### src/verilog/dbc_pkg.sv
// Package for the debug comparator B/C and trace FIFO readout registers
package dbc_pkg;

    localparam int unsigned ADDR_W = 6;

    // Register indices; byte address is four times the index
    localparam logic [3:0] IDX_CMP_B_LOW = 4'h3;
    localparam logic [3:0] IDX_CMP_C_HIGH = 4'h4;
    localparam logic [3:0] IDX_CMP_C_LOW = 4'h5;
    localparam logic [3:0] IDX_FIFO_HIGH = 4'h6;
    localparam logic [3:0] IDX_FIFO_LOW = 4'h7;

    localparam logic [ADDR_W-1:0] ADDR_CMP_B_LOW = {IDX_CMP_B_LOW, 2'b00};
    localparam logic [ADDR_W-1:0] ADDR_CMP_C_HIGH = {IDX_CMP_C_HIGH, 2'b00};
    localparam logic [ADDR_W-1:0] ADDR_CMP_C_LOW = {IDX_CMP_C_LOW, 2'b00};
    localparam logic [ADDR_W-1:0] ADDR_FIFO_HIGH = {IDX_FIFO_HIGH, 2'b00};
    localparam logic [ADDR_W-1:0] ADDR_FIFO_LOW = {IDX_FIFO_LOW, 2'b00};

    localparam logic [7:0] RST_CMP_B_LOW = 8'h00;
    localparam logic [7:0] RST_CMP_C_HIGH = 8'h00;
    localparam logic [7:0] RST_CMP_C_LOW = 8'h00;
    localparam logic [7:0] FIFO_EVENT_ONLY_HIGH = 8'h00;
    localparam logic [31:0] RDATA_NONE = 32'h0000_0000;

    typedef enum logic [1:0] {
        DBC_IDLE = 2'b00,
        DBC_ACCESS = 2'b01
    } dbc_phase_t;

    typedef struct packed {
        logic [15:0] addr;
        logic [7:0] data;
    } dbc_core_bus_t;

    typedef struct packed {
        logic debug_module_enable;
        logic trig_begin;
        logic full_mode;
        logic event_only;
    } dbc_mode_t;

    typedef struct packed {
        logic [15:0] entry;
        logic valid;
    } dbc_fifo_t;

    typedef struct packed {
        dbc_phase_t phase;
        logic [7:0] comparator_b_low_byte;
        logic [7:0] comparator_c_high_byte;
        logic [7:0] comparator_c_low_byte;
        logic [31:0] prdata;
        logic match_b;
        logic match_c;
        logic fifo_advance;
    } dbc_state_t;

endpackage : dbc_pkg

### src/verilog/dbc_regs.sv
// Debug comparator B low, comparator C and trace FIFO readout registers
// Operation
// - Comparator B low byte matches address bits 7..0, data bits in Full mode.
// - Comparator bit 0 needs a low bus bit, bit 1 a high one.
// - Comparator C high byte sets expected address bits 15..8.
// - Comparator C low byte sets address bits 7..0; C never compares data.
// - End-trace reset with enable set and begin clear keeps all register contents.
// - FIFO high readout shows bits 15..8 of the entry at the read pointer.
// - In event-only modes FIFO high readout returns zero for valid entries.
// - Comparator B high byte is ignored in Full mode.
// - Reading FIFO low advances the pointer; software reads high byte first.
//
// Design decision made here: register access over APB.
`timescale 1ns/1ps
`default_nettype none

module dbc_regs (
    input wire logic pclk, // Bus clock, 125 MHz
    input wire logic presetn, // Power-on reset, active low
    input wire logic psel, // APB select
    input wire logic penable, // APB enable
    input wire logic pwrite, // APB direction, 1 = write
    input wire logic [dbc_pkg::ADDR_W-1:0] paddr, // APB byte address
    input wire logic [31:0] pwdata, // APB write data
    output logic [31:0] prdata, // APB read data
    output logic pready, // APB ready
    output logic pslverr, // APB error on unmapped address
    input wire logic sys_reset, // One-cycle system reset event
    input wire dbc_pkg::dbc_core_bus_t core, // CPU address and data bus
    input wire dbc_pkg::dbc_mode_t mode, // Debug enable, begin, capture modes
    input wire logic [7:0] comparator_b_high_byte, // Held outside
    input wire dbc_pkg::dbc_fifo_t fifo, // FIFO entry at read pointer
    output logic match_b, // Comparator B hit, registered
    output logic match_c, // Comparator C hit, registered
    output logic fifo_advance // One-cycle pointer advance request
);

    // =====================================================================
    // State
    // =====================================================================
    dbc_pkg::dbc_state_t s_q;
    dbc_pkg::dbc_state_t s_d;

    logic setup;
    logic access;
    logic wr_access;
    logic rd_access;
    logic mapped;
    logic retain;
    logic [31:0] rd_mux;
    logic [7:0] obs_b_low;
    logic hit_b_low;
    logic hit_b_high;
    logic hit_c;
    logic [7:0] view_high;
    logic [7:0] view_low;

    // =====================================================================
    // Comparators
    // =====================================================================
    // Full mode steers comparator B onto the data bus
    assign obs_b_low = mode.full_mode ? core.data : core.addr[7:0];

    dbc_match #(.W(8)) u_match_b_low (
        .expect_bits(s_q.comparator_b_low_byte),
        .observe_bits(obs_b_low),
        .hit(hit_b_low)
    );

    dbc_match #(.W(8)) u_match_b_high (
        .expect_bits(comparator_b_high_byte),
        .observe_bits(core.addr[15:8]),
        .hit(hit_b_high)
    );

    // Comparator C always looks at the address bus
    dbc_match #(.W(16)) u_match_c (
        .expect_bits({s_q.comparator_c_high_byte, s_q.comparator_c_low_byte}),
        .observe_bits(core.addr),
        .hit(hit_c)
    );

    dbc_fifo_view u_fifo_view (
        .fifo(fifo),
        .event_only(mode.event_only),
        .high_byte(view_high),
        .low_byte(view_low)
    );

    // =====================================================================
    // APB decode
    // =====================================================================
    assign setup = psel && !penable;
    assign pready = (s_q.phase == dbc_pkg::DBC_ACCESS);
    assign access = psel && penable && pready;
    assign wr_access = access && pwrite;
    assign rd_access = access && !pwrite;

    always_comb
    begin
        mapped = 1'b1;
        rd_mux = dbc_pkg::RDATA_NONE;
        case (paddr)
            dbc_pkg::ADDR_CMP_B_LOW: rd_mux[7:0] = s_q.comparator_b_low_byte;
            dbc_pkg::ADDR_CMP_C_HIGH: rd_mux[7:0] = s_q.comparator_c_high_byte;
            dbc_pkg::ADDR_CMP_C_LOW: rd_mux[7:0] = s_q.comparator_c_low_byte;
            dbc_pkg::ADDR_FIFO_HIGH: rd_mux[7:0] = view_high;
            dbc_pkg::ADDR_FIFO_LOW: rd_mux[7:0] = view_low;
            default: mapped = 1'b0;
        endcase
    end

    assign pslverr = pready && !mapped;

    // Debug enable with begin clear marks a trace that ends at reset
    assign retain = mode.debug_module_enable && !mode.trig_begin;

    // =====================================================================
    // Next state
    // =====================================================================
    always_comb
    begin
        s_d = s_q;
        s_d.fifo_advance = 1'b0;
        // Matches are quiet while the debug module is off
        s_d.match_b = mode.debug_module_enable && hit_b_low
                      && (mode.full_mode || hit_b_high);
        s_d.match_c = mode.debug_module_enable && hit_c;
        case (s_q.phase)
            dbc_pkg::DBC_IDLE:
            begin
                // Read data is latched in the setup cycle so prdata is a flop
                if (setup)
                begin
                    s_d.phase = dbc_pkg::DBC_ACCESS;
                    s_d.prdata = rd_mux;
                end
            end
            dbc_pkg::DBC_ACCESS:
            begin
                s_d.phase = dbc_pkg::DBC_IDLE;
                if (wr_access)
                begin
                    case (paddr)
                        dbc_pkg::ADDR_CMP_B_LOW: s_d.comparator_b_low_byte = pwdata[7:0];
                        dbc_pkg::ADDR_CMP_C_HIGH: s_d.comparator_c_high_byte = pwdata[7:0];
                        dbc_pkg::ADDR_CMP_C_LOW: s_d.comparator_c_low_byte = pwdata[7:0];
                        // FIFO readouts take no write
                        default: s_d.phase = dbc_pkg::DBC_IDLE;
                    endcase
                end
                if (rd_access && (paddr == dbc_pkg::ADDR_FIFO_LOW))
                begin
                    s_d.fifo_advance = 1'b1;
                end
            end
            default: s_d.phase = dbc_pkg::DBC_IDLE;
        endcase
        // System reset outranks a write in the same cycle unless retained
        if (sys_reset && !retain)
        begin
            s_d.comparator_b_low_byte = dbc_pkg::RST_CMP_B_LOW;
            s_d.comparator_c_high_byte = dbc_pkg::RST_CMP_C_HIGH;
            s_d.comparator_c_low_byte = dbc_pkg::RST_CMP_C_LOW;
        end
    end

    always_ff @(posedge pclk or negedge presetn)
    begin
        if (!presetn)
        begin
            s_q <= '{phase: dbc_pkg::DBC_IDLE,
                     comparator_b_low_byte: dbc_pkg::RST_CMP_B_LOW,
                     comparator_c_high_byte: dbc_pkg::RST_CMP_C_HIGH,
                     comparator_c_low_byte: dbc_pkg::RST_CMP_C_LOW,
                     prdata: dbc_pkg::RDATA_NONE,
                     match_b: 1'b0,
                     match_c: 1'b0,
                     fifo_advance: 1'b0};
        end
        else
        begin
            s_q <= s_d;
        end
    end

    assign prdata = s_q.prdata;
    assign match_b = s_q.match_b;
    assign match_c = s_q.match_c;
    assign fifo_advance = s_q.fifo_advance;
endmodule : dbc_regs

`default_nettype wire

### src/verilog/dbc_match.sv
// Bitwise compare of an expected pattern against an observed bus slice
`timescale 1ns/1ps
`default_nettype none

module dbc_match #(
    parameter int unsigned W = 8
) (
    input wire logic [W-1:0] expect_bits, // Expected level per bit
    input wire logic [W-1:0] observe_bits, // Bus bits under test
    output logic hit // All bits equal
);

    logic [W-1:0] bit_eq;

    // A 0 demands a low bus bit, a 1 demands a high one
    for (genvar i = 0; i < W; i++)
    begin : g_bit
        assign bit_eq[i] = ~(expect_bits[i] ^ observe_bits[i]);
    end

    assign hit = &bit_eq;

endmodule : dbc_match

`default_nettype wire

### src/verilog/dbc_fifo_view.sv
// Readout view of the trace FIFO entry at the read pointer
`timescale 1ns/1ps
`default_nettype none

module dbc_fifo_view (
    input wire dbc_pkg::dbc_fifo_t fifo, // Entry at read pointer
    input wire logic event_only, // Event-only capture mode
    output logic [7:0] high_byte, // Readout of bits 15..8
    output logic [7:0] low_byte // Readout of bits 7..0
);

    // High byte carries nothing for valid entries in event-only modes
    assign high_byte = (event_only && fifo.valid) ? dbc_pkg::FIFO_EVENT_ONLY_HIGH
                                                  : fifo.entry[15:8];
    assign low_byte = fifo.entry[7:0];

endmodule : dbc_fifo_view

`default_nettype wire

### config.mk
export PLATFORM = sky130hd
export DESIGN_NAME = dbc_regs
export DESIGN_NICKNAME = d
export VERILOG_FILES = /design/src/verilog/dbc_pkg.sv /design/src/verilog/dbc_regs.sv /design/src/verilog/dbc_match.sv /design/src/verilog/dbc_fifo_view.sv
export SDC_FILE = /design/constraint.sdc
export NUM_CORES = 1
export LEC_CHECK = 0
export BUFFER_PORTS_ARGS = -buffer_cell sky130_fd_sc_hd__buf_4
export CAP_MARGIN = 30
export CORE_AREA = 5 5 123 90
export DETAILED_ROUTE_END_ITERATION = 10
export DIE_AREA = 0 0 128 95
export SLEW_MARGIN = 20
export SYNTH_ARGS = -nofsm -noshare
export SYNTH_HDL_FRONTEND = slang
export SYNTH_SLANG_ARGS = --single-unit
### constraint.sdc
create_clock -name pclk -period 4.5 [get_ports pclk]
set_clock_uncertainty 0.1 [all_clocks]
set_input_delay 0.45 -clock pclk [delete_from_list [all_inputs] [get_ports pclk]]
set_output_delay 0.45 -clock pclk [all_outputs]
set_load 0.05 [all_outputs]
Word-level counts from Yosys, hierarchy flattened. Cells that the tools add are included.

Logic and storage cells: 126. Bits in registers: 37. Output and inout port bits: 37.

Multiplexer cells: 14. Equality and inequality tests: 7. Reduce and logical (&&, ||, !) cells: 33. Bitwise logic cells: 64.

Operators by type and width (number): two-way mux 24 bit (3); two-way mux 8 bit (5); one-hot mux 8 bit (5 select lines) (1); inverter 1 bit (32); XOR 1 bit (32); == test 6 x 5 -> 1 bit (second input constant) (4); AND reduction 16 bit (1); AND reduction 8 bit (2); logical AND 1 bit (13); nonzero test 2 bit (5); AND reduction 3 bit (3); == test 6 x 4 -> 1 bit (second input constant) (1); zero test 1 bit (5); OR reduction 5 bit (1); one-hot mux 2 bit (2 select lines) (1); two-way mux 1 bit (3); == test 2 x 1 -> 1 bit (second input constant) (1); zero test 2 bit (1); two-way mux 2 bit (1); != test 2 bit (second input constant) (1); AND reduction 2 bit (1); logical OR 1 bit (1).

Depth between registers and ports, before layout.
Depth after elaboration: 6. Mapped depth: 6.

Modules after synthesis. A second synthesis with hierarchy kept.

Cells, all modules: 262. Area total of the unflattened synthesis: 2595.0 µm².

Modules (own cells, without submodules): dbc_regs (cells each 203, times used 1, area each 2124.5 µm²); dbc_match at u_match_c (cells each 21, times used 1, area each 177.7 µm²); dbc_match at u_match_b_high ... (cells each 11, times used 2, area each 86.3 µm²); dbc_fifo_view (cells each 16, times used 1, area each 120.1 µm²).

Worst setup path before layout. No wires, ideal clock.

Kind: input -> output. Start point: input port paddr[5] (netlist name). End point: output port pslverr. Cell stages on the path: 3. Arrival time: 1837 ps. Data required time: 3950 ps. Setup slack: 2113 ps. Cell sequence: or3_2 nor3_1 nor2_1.

Word-level cells in the longest chain between the ends: 5. Elaborated cells on any way between the ends: 9.

RTL lines: start, declared (line dbc_regs.sv:23) `input wire logic [dbc_pkg::ADDR_W-1:0] paddr,`; == test 6 x 5 -> 1 bit / == test 6 x 4 -> 1 bit (equally long branches) (line dbc_regs.sv:103) `case (paddr)`; OR reduction 5 bit (no source line) (*); two-way mux 1 bit (*) (line dbc_regs.sv:103); zero test 1 bit (*) (line dbc_regs.sv:113) `assign pslverr = pready && !mapped;`; logical AND 1 bit (*) (line dbc_regs.sv:113); end, declared (line dbc_regs.sv:27) `output logic pslverr,`.

Every way passes the cells marked *; elsewhere a longest branch is shown, timed or not.

Final worst setup path.
Start point: input port paddr[5] (netlist name). End point: register s_q[50] (netlist name).

Word-level cells in the longest chain between the ends: 3.

RTL lines: == test 6 x 5 -> 1 bit (line dbc_regs.sv:144) `case (paddr)`; nonzero test 2 bit (no source line); AND reduction 3 bit (no source line); end signal, assigned (line dbc_regs.sv:172) `s_q <= '{phase: dbc_pkg::DBC_IDLE,`; end, declared (line dbc_regs.sv:41) `dbc_pkg::dbc_state_t s_q;`.

No other way between the ends. A chain may end at the register's enable or synchronous reset.

==> out/summary.txt <==
Peak VDD IR: 0.139 mV
Clock Tree Buf Depth: 2
largest net degree at the start of global routing: 37
port bufs: 85
Resized cells post-CTS: 0
syn_area_per_cell: 9.68 µm²
Async S/R FF share, synth: 100%
Hold Slack: 0.0241 ns
Detailed Routing Iterations Pass 1: 4
slew of the pin with the lowest slew margin: 0.658 ns
simple-gate portion of the synthesized area: 13.7%
Setup Buffers After CTS: 0
final setup vio count: 0
CTS tree: built
largest family of logic cells by synthesized area: compound AO/OA/AOI/OAI gates
register area share after synthesis: 37.8%
Syn Inst Count: 246
H-tree Lvls: 2
Post-synth top flop: dfrtp_1
vias in the first global route: 2101
Area Overhead vs Synth: 31.4%
Clk pin slew, worst setup/hold paths: 0.05 ns
RePlAce Congestion: 0.830
#FFs+latches synth: 36
Inst Count DP: 447
HP Class: input pin to asynchronous set/reset pin
cts hold-fix bufs: 0
adder-cell area share of the yosys netlist: 0%
Antenna Cells: 0
Core Box Area: 0.00993 mm²
CP max stage cell: or4b_1
Int Power: 663 µW
remaining antenna violation count: 0
area leader, netlist: dfrtp_1
CP peak stage delay: 0.63 ns
clock root buffer master: clkbuf_16
GRT Total Usage: 12.0%
row cnt: 31
sw frac: 33.0%
Gate power share: 29.0%
Max Slew Vio Count: 0
CTS Buf Count: 5
Critical Path Start Type: input pin
YS warnings: 0
nets: 419
detailed-route vias per instance: 4.46
RSZ-0062 raised after global routing: false
Critical Path RT: 4.62 ns
WP buf/inv: 1
detailed placer's ending HPWL: 6250 µm
total number of vias: 2024
relative slew slack: 56.0%
final hold vios: 0
Post-Synth XOR/XNOR Area: 11.8%
share of power burned in registers: 37.8%
final cell count without fillers: 454
pwr/cell area: 316 mW/mm²
number of max-cap violations: 0
final core occ: 31.5%
critical-path maximum fanout: 10
Setup CP Type: input pin to flip-flop
layout cells sized above 1: 30.7%
Initial Util: 24.0%
antenna violations before repair: 0
CP arrival: 2.43 ns
library cells used by synthesis: 34
io pins: 134
clock group share of total power: 33.2%
Worst R2R Start: s_q[59]$_DFFE_PN0P_
DR iter-0 viols: 110
minimum clock period: 2.31 ns
crit path launch: paddr[5]
status: complete, no violations
Mapped Area: 0.00238 mm²
DR WL/cell: 16.2 µm
clock latency at the later pin of the worst-skew pair: 0.28 ns
Largest delay share family, worst path: simple AND/OR/NAND/NOR gates
fin crit share: 51.4%
critical-path cell list: buf_4 > or4b_1 > or2_1 > nor4b_4 > a22o_1
leakage: 0.00148 µW
WL final: 7350 µm
Setup TNS Final: 0 ns
Setup crit end kind: flip-flop
compound-gate portion of the synthesized area: 15.7%
Switch Pwr: 327 µW
# clock sinks: 36
chip height: 95 µm
Die X: 128 µm
GR Overflow Total: 0
mux share of post-synthesis cell area: 7.77%
DIE AREA: 0.0122 mm²
Synth top cells by count: dfrtp_1 (36), buf_4 (32), nand2_1 (18), xnor2_1 (18)
Post-synth EDFFs: 0
fmax: 432 MHz
Synth area leaders: dfrtp_1 (38%), buf_4 (10%), xnor2_1 (6.6%)
first-pass GRT wire length: 10900 µm
drc violations: 0
top-count cell post-synth: dfrtp_1
Yosys top cell area share: 37.8%
metal layers:
layer / share of wire (%) / GRT usage, % / wire length [µm]
met5: 0 / 0 / 0
met3: 6.7 / 3.34 / 492
met2: 45 / 18.4 / 3290
met1: 47 / 16.4 / 3490
met4: 1.1 / 3.71 / 79
metrics by stage:
stage / worst slack [ns] / area, µm² / power [µW]
after floorplan: 2.11 / 2470 / 591
after global placement: 1.98 / 3000 / 666
after detailed placement: 1.93 / 3000 / 670
after CTS: 2.22 / 3130 / 1000
after global routing: 2.14 / 3130 / 1040
final: 2.19 / 3130 / 991
layout make-up:
class	count	area [µm²]
inverters	8	30.0
flip-flops and latches	36	901
repair buffers	86	646
multi-input cells	185	1250
clock buffers	6	129
fillers	1051	6800
well taps	132	165
clock inverters	1	5.00
final timing paths:
kind                                                to  slack [ns]  depth (start not counted)
worst max-delay path               s_q[50]$_DFFE_PN0P_        2.19                          5
worst min-delay path               s_q[48]$_DFFE_PN0P_        0.02                          1
worst max register to register     s_q[58]$_DFFE_PN0P_        2.64                          3
worst min register to register   prdata[3]$_DFFE_PN0P_        0.43                          2
max in group asynchronous          s_q[44]$_DFFE_PN0P_        3.93                          1
min in group pclk               fifo_advance$_DFF_PN0_        0.23                          2
flip-flops by register name, indices dropped and copies added, names as in the netlist:
signal and count:
match_b 1, fifo_advance 1, prdata 8, match_c 1
s_q 25
power groups by stage:
stage          clock (µW)  combinational, µW  sequential, µW
6_report              329                288             374
5_1_grt               351                309             378
4_1_cts               337                291             374
3_5_place_dp            0                290             380
3_3_place_gp            0                287             379
2_1_floorplan           0                214             377
kinds of logic after synthesis:
| family | Yosys count |
|---|---|
| AND/OR/NAND/NOR | 61 |
| AO/OA/AOI/OAI | 50 |
| buffers and inverters | 48 |
| flip-flops | 36 |
| XOR/XNOR | 32 |
| multiplexers | 18 |
| other | 1 |
placed cells by master, fill, tap and decap left out, types with 2 or more instances in the layout:
cell type  synthesis  layout
a31oi_1            8       8
nor2b_1            9       9
mux2_2             4       4
nand2_1           18      18
mux2i_1           14      14
nand2b_1           2       2
xor2_1            14      14
xnor2_1           18      18
o21ai_0            6       6
nor2_1            12      12
a22o_1             8       8
nor4_1             6       6
dfrtp_1           36      36
buf_4             32      86
and2_1             2       2
nand3_1            2       2
a21oi_1            9       9
clkbuf_16          0       5
a221oi_1           8       8
inv_1              7       7
nand4_1            5       5
conb_1             1      24
a2bb2oi_1          8       8
worst register-to-register path, delay by kind of cell (launching register included):
kind | cells | cell delay (ns)
compound gates | 1 | 0.60
flops | 1 | 0.42
mux | 1 | 0.35
simple gates | 1 | 0.29
Note: power is estimated with default switching activity, not from simulation.
